File: config.mk
export PLATFORM = sky130hd
export DESIGN_NAME = fsk_flash_security
export DESIGN_NICKNAME = d
export VERILOG_FILES = /design/src/design/fsk_pkg.sv /design/src/design/fsk_key_cmp.sv /design/src/design/fsk_flash_security.sv
export VERILOG_INCLUDE_DIRS = /design/src /design/src/design
export SDC_FILE = /design/constraint.sdc
export NUM_CORES = 1
export LEC_CHECK = 0
export CELL_PAD_IN_SITES_DETAIL_PLACEMENT = 0
export CELL_PAD_IN_SITES_GLOBAL_PLACEMENT = 1
export CORE_MARGIN = 2
export CORE_UTILIZATION = 49
export CTS_CLUSTER_DIAMETER = 150
export DETAILED_ROUTE_END_ITERATION = 12
export DONT_BUFFER_PORTS = 1
export GPL_ROUTABILITY_DRIVEN = 0
export PLACE_DENSITY = 0.82
export SLEW_MARGIN = 15
export SYNTH_ARGS = -nofsm -noshare
export SYNTH_HDL_FRONTEND = slang
export SYNTH_SLANG_ARGS = --single-unit
File: constraint.sdc
create_clock -name core_clk -period 2.5 [get_ports core_clk]
set_input_delay 0.5 -clock core_clk [delete_from_list [all_inputs] [get_ports core_clk]]
set_output_delay 0.5 -clock core_clk [all_outputs]
set_load 0.05 [all_outputs]
File: src/design/fsk_regs.svh
// Register indices, field positions and reset values of the flash security block.
// Assumes a 32-bit Avalon-MM bus: byte address = 4 * register index.
`ifndef FSK_REGS_SVH
`define FSK_REGS_SVH

// ****************************************
// Register indices
// ****************************************
`define FSK_IDX_OPT 16'h1821
`define FSK_IDX_CFG 16'h1823
`define FSK_IDX_PROT 16'h1824
`define FSK_IDX_KSTAT 16'h1828
`define FSK_IDX_KEY_LO 16'hFFB0
`define FSK_IDX_KEY_HI 16'hFFB7
`define FSK_IDX_NV_PROTECT_BYTE 16'hFFBD
`define FSK_IDX_NV_OPTION_BYTE 16'hFFBF

// ****************************************
// Field positions and masks
// ****************************************
`define FSK_OPT_KEY_ENABLE_BIT 7
`define FSK_OPT_NORED 6
`define FSK_OPT_MASK 8'hC3
`define FSK_SEC_OPEN 2'h2
`define FSK_CFG_KEY_ACCESS_SELECT 5
`define FSK_CFG_MASK 8'h20
`define FSK_PROT_DIS 0
`define FSK_KST_OPEN 0
`define FSK_KST_REJ 1
`define FSK_KST_ERASED 2

// ****************************************
// Reset values
// ****************************************
`define FSK_RST_OPT 8'h00
`define FSK_RST_CFG 8'h00
`define FSK_RST_PROT 8'hFF

`endif

File: src/design/fsk_pkg.sv
// Types shared by the flash security block.
// Assumes nothing of its surroundings.
package fsk_pkg;

   // Bus answer stages
   typedef enum logic {FSK_BUS_IDLE, FSK_BUS_ANSWER} fsk_bus_e;

   typedef logic [7:0] fsk_byte_t;

   // Byte of the key at position idx; position 0 is the most significant byte
   function automatic fsk_byte_t fsk_key_byte(input logic [63:0] key, input logic [2:0] idx);
      logic [2:0] pos;
      pos = 3'(3'h7 - idx);
      return key[{pos, 3'h0} +: 8];
   endfunction

endpackage

File: src/design/fsk_key_cmp.sv
// Gathers the eight bytes of an entered key and compares them with the stored key.
// Assumes its caller only offers bytes that passed all access checks.
`timescale 1ns/1ps
`include "fsk_regs.svh"

module fsk_key_cmp import fsk_pkg::*; (
   // Clock and reset
   input wire logic core_clk,
   input wire logic rst_b,
   // Entered bytes
   input wire logic byte_vld,
   input wire logic [2:0] byte_idx,
   input wire logic [7:0] byte_data,
   input wire logic abort,
   // Stored key
   input wire logic [63:0] ref_key,
   // Result, one-cycle pulses
   output logic match_pulse,
   output logic miss_pulse
);

   logic [7:0] got_reg;
   logic [63:0] key_reg;
   logic [63:0] key_next;
   logic [7:0] got_next;
   logic [2:0] pos;

   // Merge the arriving byte so the last byte is compared in its own cycle
   always_comb begin
      pos = 3'(3'h7 - byte_idx);
      key_next = key_reg;
      key_next[{pos, 3'h0} +: 8] = byte_data;
      got_next = got_reg | (8'h01 << byte_idx);
   end

   // Collect bytes; a full set is consumed so a retry starts clean
   always_ff @(posedge core_clk or negedge rst_b) begin
      if (!rst_b) begin
         got_reg <= 8'h00;
         key_reg <= 64'h0;
      end else if (abort) begin
         got_reg <= 8'h00;
      end else if (byte_vld) begin
         key_reg <= key_next;
         got_reg <= (got_next == 8'hFF) ? 8'h00 : got_next;
      end
   end

   always_ff @(posedge core_clk or negedge rst_b) begin
      if (!rst_b) begin
         match_pulse <= 1'b0;
         miss_pulse <= 1'b0;
      end else begin
         match_pulse <= !abort && byte_vld && got_next == 8'hFF && key_next == ref_key;
         miss_pulse <= !abort && byte_vld && got_next == 8'hFF && key_next != ref_key;
      end
   end

endmodule

File: src/design/fsk_flash_security.sv
// Flash security and protection option block with an Avalon-MM register slave.
// Assumes the flash array presents its nonvolatile bytes as steady inputs and
// the CPU marks each access with its origin (secure code, debug port).
// Limitation: a mismatch only pulses inside; there is no lockout after repeated guesses.
// Key bytes stay readable at their indices; hiding them is left to the bus fabric.
//
// Notes on behaviour
// - Each reset reloads the working protection and option registers from the nonvolatile bytes.
// - The 8-byte key can lift security only while the key-enable bit is one.
// - Key bytes are accepted only from code running in secure memory.
// - The debug port has no way to enter or submit a key.
// - With key-enable programmed to zero no key match ever lifts security.
// - Without the key, security lifts only after a mass erase followed by a passing blank check.
// - Security field value 1:0 means unsecured; every other value means secured.
// - The 8-byte backdoor key lives in the nonvolatile area and is visible there.
`timescale 1ns/1ps
`include "fsk_regs.svh"

module fsk_flash_security import fsk_pkg::*; (
   // Clock and reset
   input wire logic core_clk,
   input wire logic rst_b,
   // Avalon-MM slave
   input wire logic [17:0] avs_address,
   input wire logic avs_read,
   input wire logic avs_write,
   input wire logic [31:0] avs_writedata,
   input wire logic [3:0] avs_byteenable,
   output logic [31:0] avs_readdata,
   output logic avs_waitrequest,
   // Origin of the current access
   input wire logic cpu_in_secure,
   input wire logic bdm_access,
   // Nonvolatile contents and flash engine events
   input wire logic [63:0] nv_key_in,
   input wire logic [7:0] nv_prot_in,
   input wire logic [7:0] nv_opt_in,
   input wire logic mass_erase_done,
   input wire logic blank_check_pass,
   // Security and protection outputs
   output logic mem_secure,
   output logic vector_redirect_disable,
   output logic [6:0] protect_boundary_field,
   output logic protect_disable_bit
);

   // ****************************************
   // State
   // ****************************************
   fsk_bus_e bus_reg;
   logic load_pend_reg;
   logic [7:0] flash_option_working_reg;
   logic [7:0] flash_config_key_access_reg;
   logic [7:0] flash_protect_working_reg;
   logic unlocked_reg;
   logic reject_reg;
   logic erased_reg;
   logic [31:0] rdata_next;

   // ****************************************
   // Decode
   // ****************************************
   logic [15:0] idx;
   logic req;
   logic wr_go;
   logic lane0;
   logic key_hit;
   logic key_enable_bit;
   logic key_access_select;
   logic [1:0] sec_field;
   logic key_write;
   logic key_vld;
   logic key_reject;
   logic cmp_match;
   logic cmp_miss;
   logic key_unlock;
   logic erase_unlock;

   assign idx = avs_address[17:2];
   assign req = avs_read || avs_write;
   assign lane0 = avs_byteenable[0];
   // Writes take effect at the edge where waitrequest is seen low
   assign wr_go = avs_write && bus_reg == FSK_BUS_ANSWER && lane0;
   // The eight key bytes share one decode; the low three index bits pick the byte
   assign key_hit = idx >= `FSK_IDX_KEY_LO && idx <= `FSK_IDX_KEY_HI;
   assign key_enable_bit = flash_option_working_reg[`FSK_OPT_KEY_ENABLE_BIT];
   assign key_access_select = flash_config_key_access_reg[`FSK_CFG_KEY_ACCESS_SELECT];
   assign sec_field = flash_option_working_reg[1:0];
   assign key_write = wr_go && key_hit && key_access_select;

   // A refused byte never reaches the comparator, so no partial key can be seeded
   // only secure code may enter key bytes
   // debug accesses never reach the comparator
   // a disabled key refuses every byte
   assign key_vld = key_write && cpu_in_secure && !bdm_access && key_enable_bit;
   assign key_reject = key_write && !key_vld;

   // a match counts only while key-enable reads one
   assign key_unlock = cmp_match && key_enable_bit;
   // erase then blank check opens the part
   assign erase_unlock = erased_reg && blank_check_pass;

   // ****************************************
   // Key comparator
   // ****************************************
   fsk_key_cmp u_cmp (
      .core_clk(core_clk),
      .rst_b(rst_b),
      .byte_vld(key_vld),
      .byte_idx(idx[2:0]),
      .byte_data(avs_writedata[7:0]),
      .abort(!key_access_select),
      .ref_key(nv_key_in),
      .match_pulse(cmp_match),
      .miss_pulse(cmp_miss)
   );

   // ****************************************
   // Bus slave
   // ****************************************
   // Read mux; unmapped indices read zero
   // Status bits sit in the low lane; the upper lanes always read zero
   always_comb begin
      rdata_next = 32'h0;
      if (key_hit) begin
         // stored key visible in the nonvolatile area
         rdata_next[7:0] = fsk_key_byte(nv_key_in, idx[2:0]);
      end else begin
         unique case (idx)
            `FSK_IDX_OPT: rdata_next[7:0] = flash_option_working_reg;
            `FSK_IDX_CFG: rdata_next[7:0] = flash_config_key_access_reg;
            `FSK_IDX_PROT: rdata_next[7:0] = flash_protect_working_reg;
            `FSK_IDX_KSTAT: rdata_next[2:0] = {erased_reg, reject_reg, unlocked_reg};
            `FSK_IDX_NV_PROTECT_BYTE: rdata_next[7:0] = nv_prot_in;
            `FSK_IDX_NV_OPTION_BYTE: rdata_next[7:0] = nv_opt_in;
            default: rdata_next = 32'h0;
         endcase
      end
   end

   // One wait cycle per access; held off while the reload is pending
   // Read data holds until the next answer, so a late sample still sees it
   always_ff @(posedge core_clk or negedge rst_b) begin
      if (!rst_b) begin
         bus_reg <= FSK_BUS_IDLE;
         avs_waitrequest <= 1'b1;
         avs_readdata <= 32'h0;
      end else begin
         unique case (bus_reg)
            FSK_BUS_IDLE: begin
               if (req && !load_pend_reg) begin
                  bus_reg <= FSK_BUS_ANSWER;
                  avs_waitrequest <= 1'b0;
                  avs_readdata <= rdata_next;
               end
            end
            FSK_BUS_ANSWER: begin
               bus_reg <= FSK_BUS_IDLE;
               avs_waitrequest <= 1'b1;
            end
         endcase
      end
   end

   // ****************************************
   // Working registers
   // ****************************************
   // reload at the first edge after reset release; a reset may not sample inputs
   always_ff @(posedge core_clk or negedge rst_b) begin
      if (!rst_b) begin
         load_pend_reg <= 1'b1;
         flash_option_working_reg <= `FSK_RST_OPT;
         flash_protect_working_reg <= `FSK_RST_PROT;
      end else if (load_pend_reg) begin
         load_pend_reg <= 1'b0;
         flash_option_working_reg <= nv_opt_in & `FSK_OPT_MASK;
         flash_protect_working_reg <= nv_prot_in;
      end else if (wr_go && idx == `FSK_IDX_PROT) begin
         flash_protect_working_reg <= avs_writedata[7:0];
      end
   end

   // Key access select is the only writable configuration bit
   always_ff @(posedge core_clk or negedge rst_b) begin
      if (!rst_b) begin
         flash_config_key_access_reg <= `FSK_RST_CFG;
      end else if (wr_go && idx == `FSK_IDX_CFG) begin
         flash_config_key_access_reg <= avs_writedata[7:0] & `FSK_CFG_MASK;
      end
   end

   // Refused key bytes; write one to clear, a new refusal wins over the clear
   always_ff @(posedge core_clk or negedge rst_b) begin
      if (!rst_b) begin
         reject_reg <= 1'b0;
      end else if (key_reject) begin
         reject_reg <= 1'b1;
      end else if (wr_go && idx == `FSK_IDX_KSTAT && avs_writedata[`FSK_KST_REJ]) begin
         reject_reg <= 1'b0;
      end
   end

   // ****************************************
   // Security state
   // ****************************************
   // remember a finished mass erase until reset
   always_ff @(posedge core_clk or negedge rst_b) begin
      if (!rst_b) begin
         erased_reg <= 1'b0;
      end else if (mass_erase_done) begin
         erased_reg <= 1'b1;
      end
   end

   // unlock holds until reset
   // Nothing but reset clears it; a later wrong key cannot relock the part
   always_ff @(posedge core_clk or negedge rst_b) begin
      if (!rst_b) begin
         unlocked_reg <= 1'b0;
      end else if (key_unlock || erase_unlock) begin
         unlocked_reg <= 1'b1;
      end
   end

   // only code 1:0 is open; secure until the reload settles
   // No open window can follow a reset while the option byte is still loading
   always_ff @(posedge core_clk or negedge rst_b) begin
      if (!rst_b) begin
         mem_secure <= 1'b1;
      end else begin
         mem_secure <= load_pend_reg || (sec_field != `FSK_SEC_OPEN && !unlocked_reg);
      end
   end

   // Protection and redirect controls follow the working registers
   always_ff @(posedge core_clk or negedge rst_b) begin
      if (!rst_b) begin
         vector_redirect_disable <= 1'b0;
         protect_boundary_field <= 7'h7F;
         protect_disable_bit <= 1'b1;
      end else begin
         vector_redirect_disable <= flash_option_working_reg[`FSK_OPT_NORED];
         protect_boundary_field <= flash_protect_working_reg[7:1];
         protect_disable_bit <= flash_protect_working_reg[`FSK_PROT_DIS];
      end
   end
endmodule

==> impl_metrics.json, run 1 <==
{
  "status": "complete, but fails checks",
  "violations": "hold timing, setup timing",
  "maxSlewViolCount": 0,
  "crit_type": "primary input to flop",
  "area_delta_synth_final_pct": 13.2,
  "p_per_area_nw_per_um2": 500,
  "startpoint_type": "primary input",
  "syn_area_per_cell_um2": 9.76,
  "drive_gt1_share_pct": 23.7,
  "viasPerCell": 6.30,
  "routedWlPerCell_um": 24.5,
  "grtUsageTotal_pct": 31.1,
  "synth_compound_area_share_pct": 14.1,
  "nFillCells": 1204,
  "synth-xor-area-share_pct": 4.50,
  "worst_pin_slew_ps": 1020,
  "finClkSkew_ps": 10.2,
  "setup_viol": 1,
  "muxShareOfSynthArea_pct": 18.6,
  "hold_viol_final": 96,
  "hold_ws_ps": -169,
  "final_common_cell": "nand2_1",
  "clk_path_buf_depth": 2,
  "r2r_cells": 6,
  "synthCells": 718,
  "max_freq_mhz": 361,
  "synthSimpleGateAreaFrac_pct": 15.3,
  "dieArea_um2": 15300,
  "max-slew-margin-rel_pct": 32.1,
  "dieHeight_um": 124,
  "timing.final.crit_share_pct": 111,
  "synthAdderAreaFrac_pct": 1.25,
  "end_kind": "flop",
  "synth_top_family_by_area": "multiplexers",
  "drt_iter0_drc": 619,
  "drt_first_pass_iters": 5,
  "crit_fanout": 26,
  "grt_pass1_vias": 5983,
  "fin_ws_ps": -269,
  "io_pins": 185,
  "largest_reg_flops": 64,
  "yosysUniqueCellTypes": 65,
  "ys_seq_area_share_pct": 39.6,
  "final_nets": 905,
  "setup_tns_ps": -269,
  "syn-cell-area_um2": 7000,
  "synth_ff_type": "dfrtp_1",
  "initial_core_util_pct": 50.3,
  "total_leakage_power_nw": 3.35,
  "ir_drop_mv": 0.530,
  "portBuffers": 0,
  "most-common-layout-cells": "nand2_1, dfrtp_1, buf_4, o21ai_0, mux2i_1",
  "pwr-share-seq_pct": 49.7,
  "synth-seq-cells": 110,
  "clkPwrFrac_pct": 35.8,
  "cts_tree": "yes",
  "overflow": 0,
  "fin_crit_ps": 2770,
  "antenna_found_initial": 0,
  "antenna_left": 0,
  "synth_enable_flop_cells": 0,
  "p_switching_mw": 1.15,
  "cp.arrival_ps": 3060,
  "cp.required_ps": 2800,
  "drc": 0,
  "routed_wl_mm": 23.1,
  "yosysTopAreaCellShare_pct": 32.5,
  "worstHoldPathType": "primary input to asynchronous set/reset pin",
  "grt_max_degree": 111,
  "power_frac_comb_pct": 14.5,
  "clockRootBuffer": "clkbuf_16",
  "swShare_pct": 29.0,
  "p_int_mw": 2.82,
  "cap_viol_max_count": 0,
  "core_area_um2": 13900,
  "yosysTopAreaCell": "dfrtp_1",
  "rsz0062_at_grt": "yes",
  "grt_pass1_wl_mm": 34.8,
  "yosys-top-cells-area": "dfrtp_1, mux2i_1, dfstp_2",
  "htreeDepth": 3,
  "cts_sinks": 110,
  "rows": 43,
  "clk_pin_slew_worst_paths_ps": 80,
  "hpwl_mm": 17.6,
  "via_count": 5931,
  "yosysWarnings": 0,
  "die_x_um": 124,
  "cts_made_buffers": 9,
  "clk_latency_ps": 360,
  "synthArstFlopShare_pct": 100
}
## final timing paths
kind	end	startpoint	slack, ps
max reg2reg	u_cmp.match_pulse	u_cmp.got_reg[0]	210
max	u_cmp.match_pulse	avs_address[2]	-270
max in group asynchronous	flash_protect_working_reg[6]	rst_b	2470
min in group core_clk	erased_reg	mass_erase_done	250
min reg2reg	protect_boundary_field[1]	flash_protect_working_reg[2]	380
min	u_cmp.got_reg[6]	rst_b	-170
## synth_stat cells, types with 3 or more instances
cell and n:
nand2_1 103, dfrtp_1 91, o21ai_0 57, mux2i_1 56
mux2_2 34, nor2_1 29, buf_4 28, clkbuf_1 28
inv_1 21, dfstp_2 19, xor2_1 19, xnor2_1 17
a21oi_1 16, mux4_2 16, a31oi_1 15, a22oi_1 12
nand4_1 10, buf_2 9, nor2b_1 9, nand3_1 8
nor3b_1 8, nor4_1 8, ha_1 7, o22ai_1 7
nor3_1 6, a21o_1 5, a221oi_1 5, nand2b_1 5
o221ai_1 5, o2bb2ai_1 5, and3_1 4, nand3b_1 4
or4_1 4, a2111oi_0 3, a221o_1 3, a22o_1 3
and2_1 3, nand4b_1 3
## power by group through the flow
stage	Sequential (mW)	Clock, mW	Combinational [mW]
2_1_floorplan	1.99	0	0.490
3_3_place_gp	2.00	0	0.542
3_5_place_dp	2.01	0	0.549
4_1_cts	1.97	1.45	0.556
5_1_grt	1.98	1.52	0.610
6_report	1.97	1.42	0.573
## layout make-up
| type | count | area (µm²) | share of cell area [%] |
|---|---|---|---|
| Sequential cell | 110 | 2780 | 35.0 |
| Timing Repair Buffer | 70 | 551 | 6.94 |
| Antenna cell | 1 | 2.50 | 0.0316 |
| Inverter | 22 | 100 | 1.26 |
| Multi-Input combinational cell | 543 | 3990 | 50.2 |
| Clock inverter | 7 | 66.3 | 0.836 |
| Tap cell | 180 | 225 | 2.84 |
| Clock buffer | 9 | 225 | 2.84 |
## worst max-delay path: stages
cell and delay [ps]:
ha_4 160, ha_4 240, buf_12 140, nor4b_4 260, buf_4 180, mux2i_1 300
nor2_1 80, a311o_1 270, or4_1 550, nor4_1 170, and4_1 220
## metal layers
| metal | global-route usage, % | routed length [µm] | up-vias |
|---|---|---|---|
| met5 | 0 | 0 | - |
| li1 | - | - | 2638 |
| met2 | 49.7 | 10700 | 378 |
| met3 | 9.27 | 2560 | 82 |
| met4 | 16.3 | 1260 | 0 |
| met1 | 37.8 | 8570 | 2833 |
## per-stage QoR
stage	power, mW	util, %	instances	setup WS [ps]	instance area (µm²)
2_1_floorplan	2.48	-	742	-395	7290
4_1_cts	3.98	56.6	938	-185	7890
3_5_place_dp	2.56	54.3	920	-556	7570
6_report	3.96	56.9	942	-269	7930
3_3_place_gp	2.55	54.3	920	-532	7570
5_1_grt	4.11	56.9	941	-302	7930
## timing repair
| action | CTS | global route |
|---|---|---|
| buffers inserted | 2 | 3 |
| pin swaps | 4 | 5 |
| resized for setup | 3 | 5 |
| endpoints found under the hold margin | 110 | 110 |
| setup endpoints to repair | 1 | 1 |
## kinds of logic after synthesis
logic type	Yosys count
adder cells (fa/ha/maj)	7
buffers and inverters	89
AND/OR/NAND/NOR	216
AO/OA/AOI/OAI	153
other	1
flip-flops	110
multiplexers	106
XOR/XNOR	36
(Power assumes the default switching activity.)
==> run 2, diff against run 1 <==
--- a/config.mk
+++ b/config.mk
@@ -6,10 +6,11 @@
 export SDC_FILE = /design/constraint.sdc
 export NUM_CORES = 1
 export LEC_CHECK = 0
+export ABC_AREA = 1
 export CELL_PAD_IN_SITES_DETAIL_PLACEMENT = 0
 export CELL_PAD_IN_SITES_GLOBAL_PLACEMENT = 1
 export CORE_MARGIN = 2
-export CORE_UTILIZATION = 49
+export CORE_UTILIZATION = 45
 export CTS_CLUSTER_DIAMETER = 150
 export DETAILED_ROUTE_END_ITERATION = 12
 export DONT_BUFFER_PORTS = 1
==> run 2 against run 1 <==
Effect of this change:
- critical endpoint unchanged
- hold slack worse by 5.8 ps
- synthesized cell count is 65% higher
- first-iteration DRC count is 43% higher
- sequential share of layout area is 2.3 points lower
- power is 6.0% higher
- cell count is 53% higher
- the run ends with hold timing left
- critical path depth is 7 higher
- global-route usage is 0.91 points lower
==> impl_metrics.json, run 2 <==
{
  "setup_tns_ps": 0,
  "routed_wl_mm": 27.5,
  "hold_ws_ps": -175,
  "worst_pin_slew_ps": 597,
  "core_area_um2": 17100,
  "synth_ff_type": "dfrtp_1",
  "antenna_left": 0,
  "finClkSkew_ps": 6.57,
  "grt_max_degree": 111,
  "max_freq_mhz": 439,
  "cts_sinks": 110,
  "yosysTopAreaCell": "dfrtp_1",
  "rsz0062_at_grt": "no",
  "via_count": 7915,
  "yosysWarnings": 0,
  "synthCells": 1183,
  "grt_pass1_wl_mm": 41.4,
  "clk_path_buf_depth": 2,
  "ir_drop_mv": 0.334,
  "hold_viol_final": 91,
  "use_met1_pct": 39.3,
  "p_switching_mw": 1.41,
  "ys_top_cells_by_count": "nand2_1, inv_1, nand3_1",
  "routedWlPerCell_um": 19.1,
  "cp.arrival_ps": 2540,
  "multiInputGateArea_um2": 4170,
  "area_delta_synth_final_pct": 9.44,
  "max-slew-margin-rel_pct": 60.2,
  "cp.required_ps": 2760,
  "rows": 48,
  "pwr-share-seq_pct": 48.8,
  "drt_iter0_drc": 885,
  "largest_reg_flops": 64,
  "synth.most_common_cell": "nand2_1",
  "use_met2_pct": 48.6,
  "syn_area_per_cell_um2": 6.56,
  "busiest_layer": "met2",
  "syn-cell-area_um2": 7760,
  "status": "complete, but fails checks",
  "r2r-start": "flash_config_key_access_reg[5]",
  "end_kind": "flop",
  "crit_type": "primary input to flop",
  "cap_viol_max_count": 0,
  "total_leakage_power_nw": 4.21,
  "drive_gt1_share_pct": 10.6,
  "timing.final.crit_share_pct": 91.0,
  "most-common-layout-cells": "nand2_1, inv_1, nand3_1, o21ai_0, dfrtp_1",
  "synth_enable_flop_cells": 0,
  "drt_first_pass_iters": 6,
  "antenna_found_initial": 0,
  "clk_pin_slew_worst_paths_ps": 80,
  "overflow": 0,
  "htreeDepth": 3,
  "fin_util_pct": 49.8,
  "crit_fanout": 48,
  "setup_viol": 0,
  "viasPerCell": 5.51,
  "p_per_area_nw_per_um2": 494,
  "clockRootBuffer": "clkbuf_16",
  "r2r_setup_slack_ps": 460,
  "io_pins": 185,
  "violations": "hold timing",
  "ys_seq_area_share_pct": 35.8,
  "yosysUniqueCellTypes": 42,
  "cts_made_buffers": 9,
  "power_frac_comb_pct": 15.9,
  "dieArea_um2": 18300,
  "drc": 0,
  "cp-endpoint": "u_cmp.match_pulse",
  "grtUsageTotal_pct": 30.2,
  "dieHeight_um": 135,
  "r2r_cells": 6,
  "nFillCells": 1785,
  "worstHoldPathType": "primary input to asynchronous set/reset pin",
  "area.sequential_um2": 2780,
  "cts_tree": "yes",
  "p_int_mw": 2.79,
  "yosys-top-cells-area": "dfrtp_1, nand2_1, nand3_1",
  "maxSlewViolCount": 0,
  "hpwl_mm": 20.6,
  "gr-usage-met3_pct": 6.81,
  "reg2reg_to": "u_cmp.got_reg[3]",
  "startpoint_type": "primary input",
  "swShare_pct": 33.7,
  "synthArstFlopShare_pct": 100,
  "clkPwrFrac_pct": 35.3,
  "n_antenna_cell": 0,
  "yosysTopAreaCellShare_pct": 29.3,
  "crit_path_start": "avs_address[2]",
  "die_x_um": 135,
  "initial_core_util_pct": 45.5,
  "final_common_cell": "nand2_1",
  "synth-seq-cells": 110,
  "fin_crit_ps": 2280,
  "clk_latency_ps": 370,
  "portBuffers": 0,
  "final_nets": 1356,
  "grt_pass1_vias": 7184
}
## run 2: cell types whose count changed in the layout (fill, tap and decap cells not counted), moves of 41 or more
cell,previous run,this run
inv_1,19,126
mux2i_1,52,0
nand2_1,103,408
nand3_1,8,122
nor2_1,28,70
o21ai_0,55,96
## run 2: routing by layer
metal,up-vias,part of all wire (%)
met5,-,0
met4,0,3.8
met3,50,8.8
met2,324,46
met1,3698,41
li1,3843,-
## run 2: metrics by stage
step / cell area [µm²] / hold WS [ps] / total power, mW / worst slack (ps) / instances
floorplan: 7880 / 204 / 2.59 / 28.3 / 1207
global placement: 8210 / 206 / 2.74 / -90.6 / 1421
detailed placement: 8210 / 206 / 2.74 / -83.5 / 1421
CTS: 8500 / -190 / 4.22 / 266 / 1437
global route: 8500 / -197 / 4.37 / 51.9 / 1437
finish: 8500 / -175 / 4.20 / 225 / 1437
## run 2: worst min path at each step
| stage | to | slack (ps) | cells after the start | from |
|---|---|---|---|---|
| floorplan | avs_readdata[0] | 200 | 0 | rst_b |
| global placement | u_cmp.key_reg[60] | 210 | 0 | rst_b |
| detailed placement | u_cmp.key_reg[60] | 210 | 0 | rst_b |
| CTS | u_cmp.got_reg[4] | -190 | 0 | rst_b |
| global route | u_cmp.got_reg[5] | -200 | 0 | rst_b |
| finish | u_cmp.key_reg[60] | -170 | 0 | rst_b |
## run 2: power groups by stage
stage | Combinational, mW | Sequential (mW) | Clock, mW
6_report | 0.668 | 2.05 | 1.48
5_1_grt | 0.734 | 2.06 | 1.58
4_1_cts | 0.659 | 2.05 | 1.51
3_5_place_dp | 0.655 | 2.09 | 0
3_3_place_gp | 0.651 | 2.08 | 0
2_1_floorplan | 0.524 | 2.06 | 0
## run 2: area by class of cell
cell class	instances	area share, %
multi-input cells	891	49.0
flip-flops and latches	110	32.7
inverters	133	5.93
repair buffers	62	5.63
well taps	225	3.31
clock buffers	9	2.65
clock inverters	7	0.766
## run 2: cell families (layout without fill, tap and decap cells)
| logic type | count (synthesis) | after routing | synth area share, % |
|---|---|---|---|
| DFF | 110 | 110 | 35.8 |
| and+or+nand+nor | 682 | 682 | 38.4 |
| other | 1 | 25 | 0.0483 |
| xor gates and xnor gates | 5 | 5 | 0.564 |
| buffers and inverters | 206 | 211 | 12.1 |
| AOI/OAI and AO/OA | 172 | 172 | 12.1 |
| adders and majority gates | 7 | 7 | 1.13 |
## run 2: what timing repair did
action / 4_1_cts / 5_1_grt
endpoints found under the hold margin: 110 / 100
setup buffers: 0 / 0
gates resized for setup: 0 / 0
## run 2: worst max-delay path: stages
cell	delay, ps
ha_1	240
ha_1	250
buf_4	160
inv_1	60
nand3_2	120
nor2_1	180
nand2_2	180
buf_4	190
nand2_1	80
nand3_1	80
nand2_1	70
inv_1	50
nand2_1	50
nor2_1	40
nand2_1	100
nor2_1	50
nand2_1	80
nor2_1	50
